### config.mk
export PLATFORM = sky130hd
export DESIGN_NAME = slc_ctrl
export DESIGN_NICKNAME = d
export VERILOG_FILES = /design/src/slc_pkg.sv /design/src/slc_ctrl.sv
export SDC_FILE = /design/constraint.sdc
export NUM_CORES = 1
export LEC_CHECK = 0
export ABC_AREA = 1
export CORE_MARGIN = 2
export CORE_UTILIZATION = 60
export DETAILED_ROUTE_END_ITERATION = 10
export DONT_BUFFER_PORTS = 1
export HOLD_SLACK_MARGIN = 0.05
export PLACE_DENSITY = 0.76
export SLEW_MARGIN = 20
export SYNTH_ARGS = -nofsm -noshare
export SYNTH_HDL_FRONTEND = slang
export SYNTH_SLANG_ARGS = --single-unit
### constraint.sdc
create_clock -name clk -period 6.65 [get_ports clk]
set_input_delay 1.995 -clock clk [delete_from_list [all_inputs] [get_ports clk]]
set_output_delay 1.995 -clock clk [all_outputs]
set_load 0.02 [all_outputs]
### src/slc_pkg.sv
package slc_pkg;

  // ==========================================================
  // register map
  localparam logic [3:0]  CTRL_OFS       = 4'h0;
  localparam logic [3:0]  STAT_OFS       = 4'h4;
  localparam int          CTRL_PTL_BIT   = 0;
  localparam int          CTRL_OPEN_BIT  = 1;
  localparam logic [1:0]  CTRL_RST       = 2'h0;
  localparam int          STAT_SAFE_BIT  = 0;
  localparam int          STAT_DIAG_BIT  = 1;
  localparam int          STAT_LOCK_BIT  = 2;
  localparam int          STAT_WARN_BIT  = 3;
  localparam int          STAT_ERR_BIT   = 4;
  localparam int          STAT_CODE_LSB  = 8;

  // ==========================================================
  // timing
  localparam longint      CLK_HZ         = 200_000_000;
  localparam longint      WARN_MIN       = 30;
  localparam longint      ESC_CYC        = WARN_MIN * 60 * CLK_HZ;
  localparam longint      GREEN_HZ       = 1;
  localparam longint      GREEN_HALF_CYC = CLK_HZ / (2 * GREEN_HZ);
  localparam longint      PULSE_MS       = 250;
  localparam longint      PULSE_CYC      = CLK_HZ * PULSE_MS / 1000;
  localparam logic [3:0]  PAUSE_SLOTS    = 4'h4;

  // ==========================================================
  // red flash codes
  localparam logic [2:0]  CODE_NONE      = 3'h0;
  localparam logic [2:0]  CODE_OUT_A     = 3'h1;
  localparam logic [2:0]  CODE_OUT_B     = 3'h2;
  localparam logic [2:0]  CODE_CROSS     = 3'h3;
  localparam logic [2:0]  CODE_TEMP      = 3'h4;
  localparam logic [2:0]  CODE_ACTUATOR  = 3'h5;
  localparam logic [2:0]  CODE_HANDLE    = 3'h6;
  localparam logic [2:0]  CODE_STEADY    = 3'h7;

  typedef enum logic [2:0] {
    ERR_RUN    = 3'b001,
    ERR_LATCH  = 3'b010,
    ERR_OPENED = 3'b100
  } slc_err_e;

  typedef struct packed {
    logic internal_err;
    logic handle_bad;
    logic actuator_bad;
    logic overtemp;
    logic cross_short;
    logic out_b_fault;
    logic out_a_fault;
  } slc_fault_s;

  typedef struct packed {
    logic guard_closed;
    logic actuator_valid;
    logic lock_possible;
  } slc_guard_s;

  typedef struct packed {
    logic green;
    logic yellow;
    logic red;
  } slc_led_s;

endpackage : slc_pkg

### src/slc_ctrl.sv
`timescale 1ns/1ps
// Contract
// - power-to-unlock: input high releases, low locks
// - power-to-lock: input high locks, low releases
// - unlock-disables: releasing lock drops both outputs
// - unlock-disables: relock with actuator re-enables outputs
// - open-disables: guard opening drops outputs, releasing lock does not
// - green supply, yellow condition, red flash codes
// - chain missing: green 1 Hz, red off unless an error is latched
// - internal error: outputs off, red continuous
// - error clears after guard open then close
// - warning: diagnostic low, outputs stay enabled
// - warning clears itself when cause gone
// - warning held for period: outputs off
// - output a fault: one pulse, escalates
// - output b fault: two pulses, escalates
// - cross-short or both faulty: three pulses
// - overtemperature: four pulses
// - bad actuator: immediate fault, five pulses
// - handle intermediate position: immediate fault, six pulses
module slc_ctrl #(
  parameter longint ESC_CYC        = slc_pkg::ESC_CYC,
  parameter longint GREEN_HALF_CYC = slc_pkg::GREEN_HALF_CYC,
  parameter longint PULSE_CYC      = slc_pkg::PULSE_CYC
) (
  input  wire logic               clk,
  input  wire logic               rst,
  input  wire logic               ce,
  input  wire logic               wb_cyc_i,
  input  wire logic               wb_stb_i,
  input  wire logic               wb_we_i,
  input  wire logic [3:0]         wb_adr_i,
  input  wire logic [3:0]         wb_sel_i,
  input  wire logic [31:0]        wb_dat_i,
  output logic      [31:0]        wb_dat_o,
  output logic                    wb_ack_o,
  input  wire logic               magnet_ctrl_in,
  input  wire logic               chain_enable_input_a,
  input  wire logic               chain_enable_input_b,
  input  wire slc_pkg::slc_guard_s guard,
  input  wire slc_pkg::slc_fault_s fault,
  output logic                    lock_engaged,
  output logic                    safety_output_a,
  output logic                    safety_output_b,
  output logic                    diag_out,
  output slc_pkg::slc_led_s       led
);

  // ==========================================================
  // state
  typedef struct packed {
    logic [1:0]        ctrl;
    logic              ack;
    logic [31:0]       rdat;
    slc_pkg::slc_err_e est;
    logic [2:0]        err_code;
    logic [39:0]       warn_cnt;
    logic [31:0]       green_cnt;
    logic              green_ph;
    logic [31:0]       pulse_cnt;
    logic [3:0]        slot;
    logic              locked;
    logic              safe;
    logic              diag;
    logic              warn;
    slc_pkg::slc_led_s led;
  } slc_state_s;

  slc_state_s st_r;
  slc_state_s st_nxt;

  logic       ptl;
  logic       open_dis;
  logic       lock_cmd;
  logic       chain_ok;
  logic       warn_now;
  logic [2:0] wcode;
  logic       immed;
  logic       cause;
  logic       escal;
  logic [2:0] show_code;
  logic [3:0] n2;
  logic [3:0] slot_end;

  // ==========================================================
  // combinational decode
  always_comb
  begin
    ptl      = st_r.ctrl[slc_pkg::CTRL_PTL_BIT];
    open_dis = st_r.ctrl[slc_pkg::CTRL_OPEN_BIT];
    lock_cmd = ptl ? magnet_ctrl_in : ~magnet_ctrl_in;
    chain_ok = chain_enable_input_a & chain_enable_input_b;
    warn_now = fault.out_a_fault | fault.out_b_fault | fault.cross_short | fault.overtemp;
    if (fault.cross_short | (fault.out_a_fault & fault.out_b_fault))
      wcode = slc_pkg::CODE_CROSS;
    else if (fault.out_a_fault)
      wcode = slc_pkg::CODE_OUT_A;
    else if (fault.out_b_fault)
      wcode = slc_pkg::CODE_OUT_B;
    else if (fault.overtemp)
      wcode = slc_pkg::CODE_TEMP;
    else
      wcode = slc_pkg::CODE_NONE;
    immed = fault.internal_err | fault.handle_bad | fault.actuator_bad;
    escal = warn_now && (st_r.warn_cnt == 40'(ESC_CYC - 1));
    cause = immed | warn_now;
    // code on the red led: latched error first, else the live warning
    show_code = (st_r.est != slc_pkg::ERR_RUN) ? st_r.err_code
              : (st_r.warn ? wcode : slc_pkg::CODE_NONE);
  end

  // ==========================================================
  // next state
  always_comb
  begin
    st_nxt = st_r;
    // wishbone slave, ack one cycle after request, dropped next cycle
    st_nxt.ack = wb_cyc_i & wb_stb_i & ~st_r.ack;
    if (wb_cyc_i & wb_stb_i & ~st_r.ack)
    begin
      st_nxt.rdat = 32'h0;
      if (wb_adr_i == slc_pkg::CTRL_OFS)
      begin
        st_nxt.rdat[1:0] = st_r.ctrl;
        if (wb_we_i && wb_sel_i[0])
          st_nxt.ctrl = wb_dat_i[1:0];
      end
      else if (wb_adr_i == slc_pkg::STAT_OFS)
      begin
        st_nxt.rdat[slc_pkg::STAT_SAFE_BIT] = st_r.safe;
        st_nxt.rdat[slc_pkg::STAT_DIAG_BIT] = st_r.diag;
        st_nxt.rdat[slc_pkg::STAT_LOCK_BIT] = st_r.locked;
        st_nxt.rdat[slc_pkg::STAT_WARN_BIT] = st_r.warn;
        st_nxt.rdat[slc_pkg::STAT_ERR_BIT]  = (st_r.est != slc_pkg::ERR_RUN);
        st_nxt.rdat[slc_pkg::STAT_CODE_LSB +: 3] = show_code;
      end
    end

    // lock follows command only with a valid actuator in a lockable guard
    st_nxt.locked = lock_cmd & guard.guard_closed & guard.actuator_valid
                    & guard.lock_possible;

    // warning is live from its causes, no reset needed
    st_nxt.warn = warn_now;
    if (!warn_now)
      st_nxt.warn_cnt = 40'h0;
    else if (!escal)
      st_nxt.warn_cnt = st_r.warn_cnt + 40'h1;

    // error latch: set wins over clear
    case (st_r.est)
      slc_pkg::ERR_RUN:
      begin
        if (immed | escal)
          st_nxt.est = slc_pkg::ERR_LATCH;
      end
      slc_pkg::ERR_LATCH:
      begin
        if (!cause && !guard.guard_closed)
          st_nxt.est = slc_pkg::ERR_OPENED;
      end
      slc_pkg::ERR_OPENED:
      begin
        if (immed | escal)
          st_nxt.est = slc_pkg::ERR_LATCH;
        else if (guard.guard_closed)
          st_nxt.est = slc_pkg::ERR_RUN;
      end
      default:
        st_nxt.est = slc_pkg::ERR_LATCH;
    endcase
    if (fault.internal_err)
      st_nxt.err_code = slc_pkg::CODE_STEADY;
    else if (fault.handle_bad)
      st_nxt.err_code = slc_pkg::CODE_HANDLE;
    else if (fault.actuator_bad)
      st_nxt.err_code = slc_pkg::CODE_ACTUATOR;
    else if (escal)
      st_nxt.err_code = wcode;
    else if (st_nxt.est == slc_pkg::ERR_RUN)
      st_nxt.err_code = slc_pkg::CODE_NONE;

    // safety outputs; immediate faults act at the next clock edge, one cycle later
    st_nxt.safe = chain_ok & guard.guard_closed & guard.actuator_valid
                  & ~immed & ~escal & (st_nxt.est == slc_pkg::ERR_RUN);
    if (!open_dis)
      st_nxt.safe = st_nxt.safe & st_nxt.locked;

    // diagnostic output, warnings keep outputs enabled
    st_nxt.diag = guard.guard_closed & guard.actuator_valid & guard.lock_possible
                  & ~warn_now & ~cause & (st_nxt.est == slc_pkg::ERR_RUN);

    // 1 Hz green blink
    if (st_r.green_cnt >= 32'(GREEN_HALF_CYC - 1))
    begin
      st_nxt.green_cnt = 32'h0;
      st_nxt.green_ph  = ~st_r.green_ph;
    end
    else
      st_nxt.green_cnt = st_r.green_cnt + 32'h1;

    // red pulse train: n pulses then a pause
    n2 = {show_code, 1'b0};
    slot_end = n2 + slc_pkg::PAUSE_SLOTS;
    if (st_r.pulse_cnt >= 32'(PULSE_CYC - 1))
    begin
      st_nxt.pulse_cnt = 32'h0;
      st_nxt.slot = (st_r.slot >= slot_end - 4'h1) ? 4'h0 : st_r.slot + 4'h1;
    end
    else
      st_nxt.pulse_cnt = st_r.pulse_cnt + 32'h1;

    // indicators
    st_nxt.led.green  = chain_ok ? 1'b1 : st_r.green_ph;
    if (!guard.guard_closed || st_r.est != slc_pkg::ERR_RUN)
      st_nxt.led.yellow = 1'b0;
    else if (st_r.locked)
      st_nxt.led.yellow = 1'b1;
    else
      st_nxt.led.yellow = st_r.green_ph;
    if (!chain_ok && st_r.est == slc_pkg::ERR_RUN)
      st_nxt.led.red = 1'b0;
    else if (show_code == slc_pkg::CODE_STEADY)
      st_nxt.led.red = 1'b1;
    else if (show_code == slc_pkg::CODE_NONE)
      st_nxt.led.red = 1'b0;
    else
      st_nxt.led.red = (st_r.slot < n2) & ~st_r.slot[0];
  end

  // ==========================================================
  // registers
  always_ff @(posedge clk)
  begin
    if (rst)
    begin
      st_r           <= '0;
      st_r.ctrl      <= slc_pkg::CTRL_RST;
      st_r.est       <= slc_pkg::ERR_RUN;
      st_r.led.green <= 1'b1;
    end
    else if (ce)
      st_r <= st_nxt;
  end

  assign wb_dat_o        = st_r.rdat;
  assign wb_ack_o        = st_r.ack;
  assign lock_engaged    = st_r.locked;
  assign safety_output_a = st_r.safe;
  assign safety_output_b = st_r.safe;
  assign diag_out        = st_r.diag;
  assign led             = st_r.led;

endmodule : slc_ctrl

# Word-level counts from Yosys, hierarchy flattened
# Index checks and enable logic that the tools add are counted.
[totals]
register_bits = 133
inputBits = 59
out_inout_bits = 40
word_cells = 122
[classes]
n_addsub = 6
n_lt_le_gt_ge = 4
eq_ne = 9
n_mux = 34
n_bitwise = 35
n_reduce_logical = 17
[op_table]
columns = ["operator", "n"]
rows = [
  ["40-bit two-way mux", 2],
  ["32-bit by 1-bit adder with 32-bit output, second input constant", 2],
  ["32-bit two-way mux", 2],
  ["3-bit two-way mux", 18],
  ["40-bit by 1-bit adder with 40-bit output, second input constant", 1],
  ["40-bit by 39-bit == test with 1-bit output, second input constant", 1],
  ["32-bit by 26-bit greater-or-equal comparator with 1-bit output, second input constant", 1],
  ["32-bit by 27-bit greater-or-equal comparator with 1-bit output, second input constant", 1],
  ["1-bit bitwise AND", 19],
  ["2-bit AND reduction", 5],
  ["3-bit one-hot mux with 3 select lines", 1],
  ["1-bit two-way mux", 8],
  ["1-bit NOT", 8],
  ["1-bit bitwise OR", 8],
  ["3-bit by 1-bit == test with 1-bit output, second input constant", 2],
  ["3-bit == test, second input constant", 2],
  ["5-bit two-way mux", 1],
  ["5-bit nonzero test", 1],
  ["4-bit by 1-bit adder with 4-bit output, second input constant", 1],
  ["4-bit by 3-bit adder with 4-bit output, second input constant", 1],
  ["4-bit by 3-bit == test with 1-bit output, second input constant", 1],
  ["4-bit greater-or-equal comparator", 1],
  ["1-bit logical AND", 4],
  ["4-bit logical NOT", 1],
  ["other kinds (11)", 13],
]

# Longest topological paths before layout
[depth]
word_depth = 14
mapped_depth = 14
mapped_depth_nobuf = 14

# Worst setup path after synthesis
# No wires, ideal clock.
[synth_path]
path_type = "input to register"
startpoint = "input fault[2] (netlist bit)"
endpoint = "register st_r[10] (netlist bit)"
setup_time_ps = 132
t_arrival_ps = 3655
t_required_ps = 6518
path_slack_ps = 2863
stages = 13
path_buffers = 0
cell_sequence = "inv_1 nand2_2 nor3_1 a21boi_0 inv_1 ha_1 inv_1 ha_1 nand2_1 o21ai_0 nor2_1 nand3_1 a21oi_1"
[synth_between]
elab_chain_cells = 8
[synth_lines]
columns = ["item", "line_no", "source"]
rows = [
  ["from (decl)", "slc_ctrl.sv:41", "input wire slc_pkg::slc_fault_s fault,"],
  ["1-bit bitwise OR", "slc_ctrl.sv:94", "if (fault.cross_short | (fault.out_a_fault & fault.out_b_fault))"],
  ["3-bit two-way mux", "slc_ctrl.sv:94", ""],
  ["3-bit two-way mux", "slc_ctrl.sv:109", ": (st_r.warn ? wcode : slc_pkg::CODE_NONE);"],
  ["3-bit two-way mux", "slc_ctrl.sv:108", "show_code = (st_r.est != slc_pkg::ERR_RUN) ? st_r.err_code"],
  ["4-bit by 3-bit adder with 4-bit output", "slc_ctrl.sv:204", "slot_end = n2 + slc_pkg::PAUSE_SLOTS;"],
  ["4-bit by 1-bit subtractor with 4-bit output", "slc_ctrl.sv:208", "st_nxt.slot = (st_r.slot >= slot_end - 4'h1) ? 4'h0 : st_r.slot + 4'h1;"],
  ["4-bit greater-or-equal comparator", "slc_ctrl.sv:208", ""],
  ["4-bit two-way mux", "slc_ctrl.sv:208", ""],
  ["to (signal assigned)", "slc_ctrl.sv:243", "st_r <= st_nxt;"],
  ["to (decl)", "slc_ctrl.sv:69", "slc_state_s st_r;"],
]
# No other way between the ends.
# A chain may end at the register's enable or synchronous reset.

# Worst setup path in the final report
[layout_path]
startpoint = "input fault[0] (netlist bit)"
endpoint = "register st_r[8] (netlist bit)"
[layout_between]
elab_chain_cells = 9
word_cells_on_any_way = 10
classes_between = "2 x add/sub; 1 x order compare; 5 x mux; 2 x bitwise"
[layout_lines]
columns = ["item", "line_no"]
rows = [
  ["1-bit bitwise AND", "slc_ctrl.sv:94"],
  ["1-bit bitwise OR", "slc_ctrl.sv:94"],
  ["3-bit two-way mux *", "slc_ctrl.sv:94"],
  ["3-bit two-way mux *", "slc_ctrl.sv:109"],
  ["3-bit two-way mux *", "slc_ctrl.sv:108"],
  ["4-bit by 3-bit adder with 4-bit output *", "slc_ctrl.sv:204"],
  ["4-bit by 1-bit subtractor with 4-bit output *", "slc_ctrl.sv:208"],
  ["4-bit greater-or-equal comparator *", "slc_ctrl.sv:208"],
  ["4-bit two-way mux *", "slc_ctrl.sv:208"],
]
# Mark *: on every way between the ends. The rest lies on a longest branch, timed or not.

==> flow_metrics.env <==
export IMPL_crit_fanout=5
export IMPL_synth_compound_area_share_pct=7.49
export IMPL_cts_reportedPaths_clkPinSlew_ps=60
export IMPL_ioPinCount=99
export IMPL_routedWlPerCell_um=13.1
export IMPL_synth_cell_types=44
export IMPL_finalClockSkew_ps=6.99
export IMPL_rsz0062_at_grt="no"
export IMPL_io_buffer_count=0
export IMPL_drt_first_iter_violations=679
export IMPL_wirelength_um=19400
export IMPL_overflow=0
export IMPL_cts_setup_buffers=0
export IMPL_synth_top_family_by_area="simple AND/OR/NAND/NOR gates"
export IMPL_finalMaxSlewViolations=0
export IMPL_min_period_over_period_pct=55.3
export IMPL_cap_violations=0
export IMPL_clock_latency_ps=430
export IMPL_switching_share_pct=22.2
export IMPL_grt_pass1_vias=7055
export IMPL_fmax_ghz=0.272
export IMPL_vias=7752
export IMPL_first_pass_iters=5
export IMPL_finalSetupViolCount=0
export IMPL_synth_adder_area_share_pct=1.98
export IMPL_grt_max_degree=81
export IMPL_synthTopCellsByArea="dfxtp_1 (32%), nand2_1 (16%), nor2_1 (13%)"
export IMPL_highest_layer="met4"
export IMPL_p_leak_nw=3.28
export IMPL_rr_worst_depth=14
export IMPL_wl_met1_um=9060
export IMPL_cp_startpoint="fault[0]"
export IMPL_powerDensity_nw_per_um2=225
export IMPL_crit_family="compound AO/OA/AOI/OAI gates"
export IMPL_status="completed"
export IMPL_multiInputGateArea_um2=4680
export IMPL_yosys_warnings=0
export IMPL_vias_per_cell=5.22
export IMPL_gp_congestion=0.960
export IMPL_avgSynthCellArea_um2=6.22
export IMPL_cts_made_buffers=17
export IMPL_die_area_um2=14600
export IMPL_r2r_start="st_r[120]"
export IMPL_path_buf_inv=3
export IMPL_hpwlAfterDp_um=13700
export IMPL_synthFlopType="dfxtp_1"
export IMPL_root_buffer="clkbuf_16"
export IMPL_antenna_found_initial=0
export IMPL_peakVddDrop_v=0.000177
export IMPL_async_flop_share_pct=0
export IMPL_grt_total_usage_pct=27.4
export IMPL_rrSetupSlack_ps=3730
export IMPL_num_antenna_cells=0
export IMPL_num_rows=42
export IMPL_ant_nets=0
export IMPL_yosysSeqAreaShare_pct=32.4
export IMPL_initial_core_util_pct=61.8
export IMPL_power_frac_comb_pct=4.1
export IMPL_cts_repair_resized=0
export IMPL_path_depth=13
export IMPL_syn_cell_area_um2=8210
export IMPL_drc=0
export IMPL_maxSlewHeadroom_pct=40.0
export IMPL_p_clk_share_pct=54.4
export IMPL_placedCellCount=1453
export IMPL_final_setup_tns_ps=0
export IMPL_cts_tree="done"
export IMPL_ys_seq_elements=133
export IMPL_synth_xor_area_share_pct=3.84
export IMPL_synth_edf_count=0
export IMPL_endpoint_kind="flip-flop"
export IMPL_synth_simple_gate_area_share_pct=42.6
export IMPL_cp_slowest_cell="o22ai_1"
export IMPL_drive_above_1_share_pct=5.66
export IMPL_fin_crit_ps=3680
export IMPL_instances_no_fill=1484
export IMPL_routed_wl_met2_um=9060
export IMPL_place_area_um2=8060
export IMPL_core_region_area_um2=13300
export IMPL_chipWidth_um=121
export IMPL_nFillCells=1252
export IMPL_htree_num_levels=4
export IMPL_total_power_w=0.00196
export IMPL_cp_required_ps=7010
export IMPL_cp_endpoint="st_r[8]"
export IMPL_seq_power_share_pct=41.4
export IMPL_postLayoutCoreUtil_pct=65.6
export IMPL_syn_to_final_growth_pct=6.11
export IMPL_synthCells=1321
export IMPL_nets=1368
export IMPL_hold_class="reg -> reg"
export IMPL_netlist_area_leader_share_pct=32.4
export IMPL_regArea_um2=2660
export IMPL_worstSetupStartpointType="input port"
export IMPL_clock_path_buffers=2
export IMPL_clock_sinks=133
export IMPL_worstMarginPinSlew_ps=900
export IMPL_final_area_um2=8720
export IMPL_die_y_um=121
export IMPL_muxShareOfSynthArea_pct=0
export IMPL_ctsHoldBuffers=0
export IMPL_cpPeakStageDelay_ps=380
export IMPL_critPathArrivalTime_ps=4030
export IMPL_yosys_area_top_type="dfxtp_1"
export IMPL_p_int_w=0.00153
export IMPL_p_sw_w=0.000435
export IMPL_hold_viol_final=0
export IMPL_path_cells="inv_1, nand2_2, inv_1, o22ai_1, ha_1, ha_1, inv_1, ha_1, a21oi_1, o21ai_0, nor2_1, nand3_1, a21oi_1"
export IMPL_r2r_end="st_r[8]"
export IMPL_wl_met3_um=955
export IMPL_critical_path_class="in -> reg"
export IMPL_grt_pass1_wl_um=32500
==> power by group through the flow <==
stage,combinational [W],clock (W),sequential [W]
6_report,0.0000811,0.00107,0.000814
5_1_grt,0.0000932,0.00111,0.000814
4_1_cts,0.0000812,0.00108,0.000813
3_5_place_dp,0.0000809,0,0.000831
3_3_place_gp,0.0000795,0,0.000831
2_1_floorplan,0.0000953,0,0.000828
==> placed cells by master, fill, tap and decap left out, types with 2 or more instances in the layout <==
cell / instances
clkinvlp_4: 2
nor2_4: 5
nand3_1: 98
nand3_2: 2
nor2_1: 290
clkbuf_1: 2
or2_2: 2
nand3_4: 2
o211ai_1: 3
a21oi_1: 76
inv_2: 5
nand3b_1: 2
xor2_1: 26
bufinv_16: 6
nand2_1: 358
inv_1: 121
nand4_1: 22
buf_4: 2
xnor2_1: 10
nor3_1: 18
o21ai_0: 20
nor2_2: 10
inv_6: 2
o21ai_1: 2
clkbuf_16: 17
clkinv_2: 2
nand2_2: 11
a31oi_1: 3
conb_1: 24
dfxtp_1: 133
a211oi_1: 3
o22ai_1: 3
ha_1: 13
==> metrics by stage <==
stage               hold slack, ps  setup slack [ps]
floorplan                      414              2860
global placement               425              2600
detailed placement             428              2560
CTS                            438              2990
global route                   455              2760
finish                         437              2970
==> how the worst min path moves through the flow <==
stage | startpoint | end | slack, ps | cells after the start
floorplan | st_r[39] | st_r[39] | 410 | 2
detailed placement | st_r[38] | st_r[38] | 430 | 2
finish | st_r[42] | st_r[42] | 440 | 2
CTS | st_r[42] | st_r[42] | 440 | 2
global placement | st_r[73] | st_r[73] | 420 | 2
global route | st_r[39] | st_r[39] | 460 | 2
==> sequential cells by signal, indices dropped and copies added (netlist names) <==
signal and count:
st_r 116, wb_dat_o 8, led 3, diag_out 1, lock_engaged 1, open_dis 1, ptl 1, safety_output_a 1
wb_ack_o 1
==> worst register-to-register path, stage by stage (launching register included) <==
cell	delay (ps)
dfxtp_1	310
inv_1	90
nand3_1	270
nor2_1	270
inv_1	80
o22ai_1	380
ha_1	240
ha_1	220
inv_1	50
ha_1	230
a21oi_1	110
o21ai_0	190
nor2_1	170
nand3_1	100
a21oi_1	150
==> layout make-up <==
type / instances / share of cell area (%)
timing repair buffer: 2 / 0.172
sequential: 133 / 30.5
inverter: 127 / 5.48
multi-input combinational: 1015 / 53.7
clock inverter: 12 / 2.60
clock buffer: 19 / 4.97
tap: 176 / 2.53
==> cells by family (layout without fill, tap and decap cells) <==
logic type / count (synthesis) / in the layout
and+or+nand+nor: 827 / 827
buffers and inverters: 196 / 160
DFF: 133 / 133
AOI/OAI and AO/OA: 115 / 115
xor gates and xnor gates: 36 / 36
adders and majority gates: 13 / 13
other: 1 / 24
==> routing by layer <==
layer  global-route usage (%)  vias up
li1                         -     4050
met3                     5.97       34
met5                        0        -
met4                     8.50        0
met1                     35.6     3502
met2                     45.5      166
==> Yosys cell counts (2+ instances only) <==
| master | n |
|---|---|
| xor2_1 | 26 |
| o21ai_1 | 2 |
| nand3_1 | 98 |
| nand4_1 | 22 |
| a21oi_1 | 76 |
| nor2_4 | 5 |
| or2_2 | 2 |
| inv_2 | 5 |
| o22ai_1 | 3 |
| nand3_4 | 2 |
| buf_4 | 38 |
| buf_6 | 10 |
| o211ai_1 | 3 |
| a211oi_1 | 3 |
| nand2_1 | 358 |
| xnor2_1 | 10 |
| clkbuf_1 | 17 |
| nand2_2 | 11 |
| dfxtp_1 | 133 |
| ha_1 | 13 |
| nand3_2 | 2 |
| buf_1 | 2 |
| nand3b_1 | 2 |
| buf_2 | 2 |
| o21ai_0 | 20 |
| nor2_1 | 290 |
| inv_1 | 121 |
| nor3_1 | 18 |
| a31oi_1 | 3 |
| nor2_2 | 10 |
Note: power is estimated with default switching activity, not from simulation.
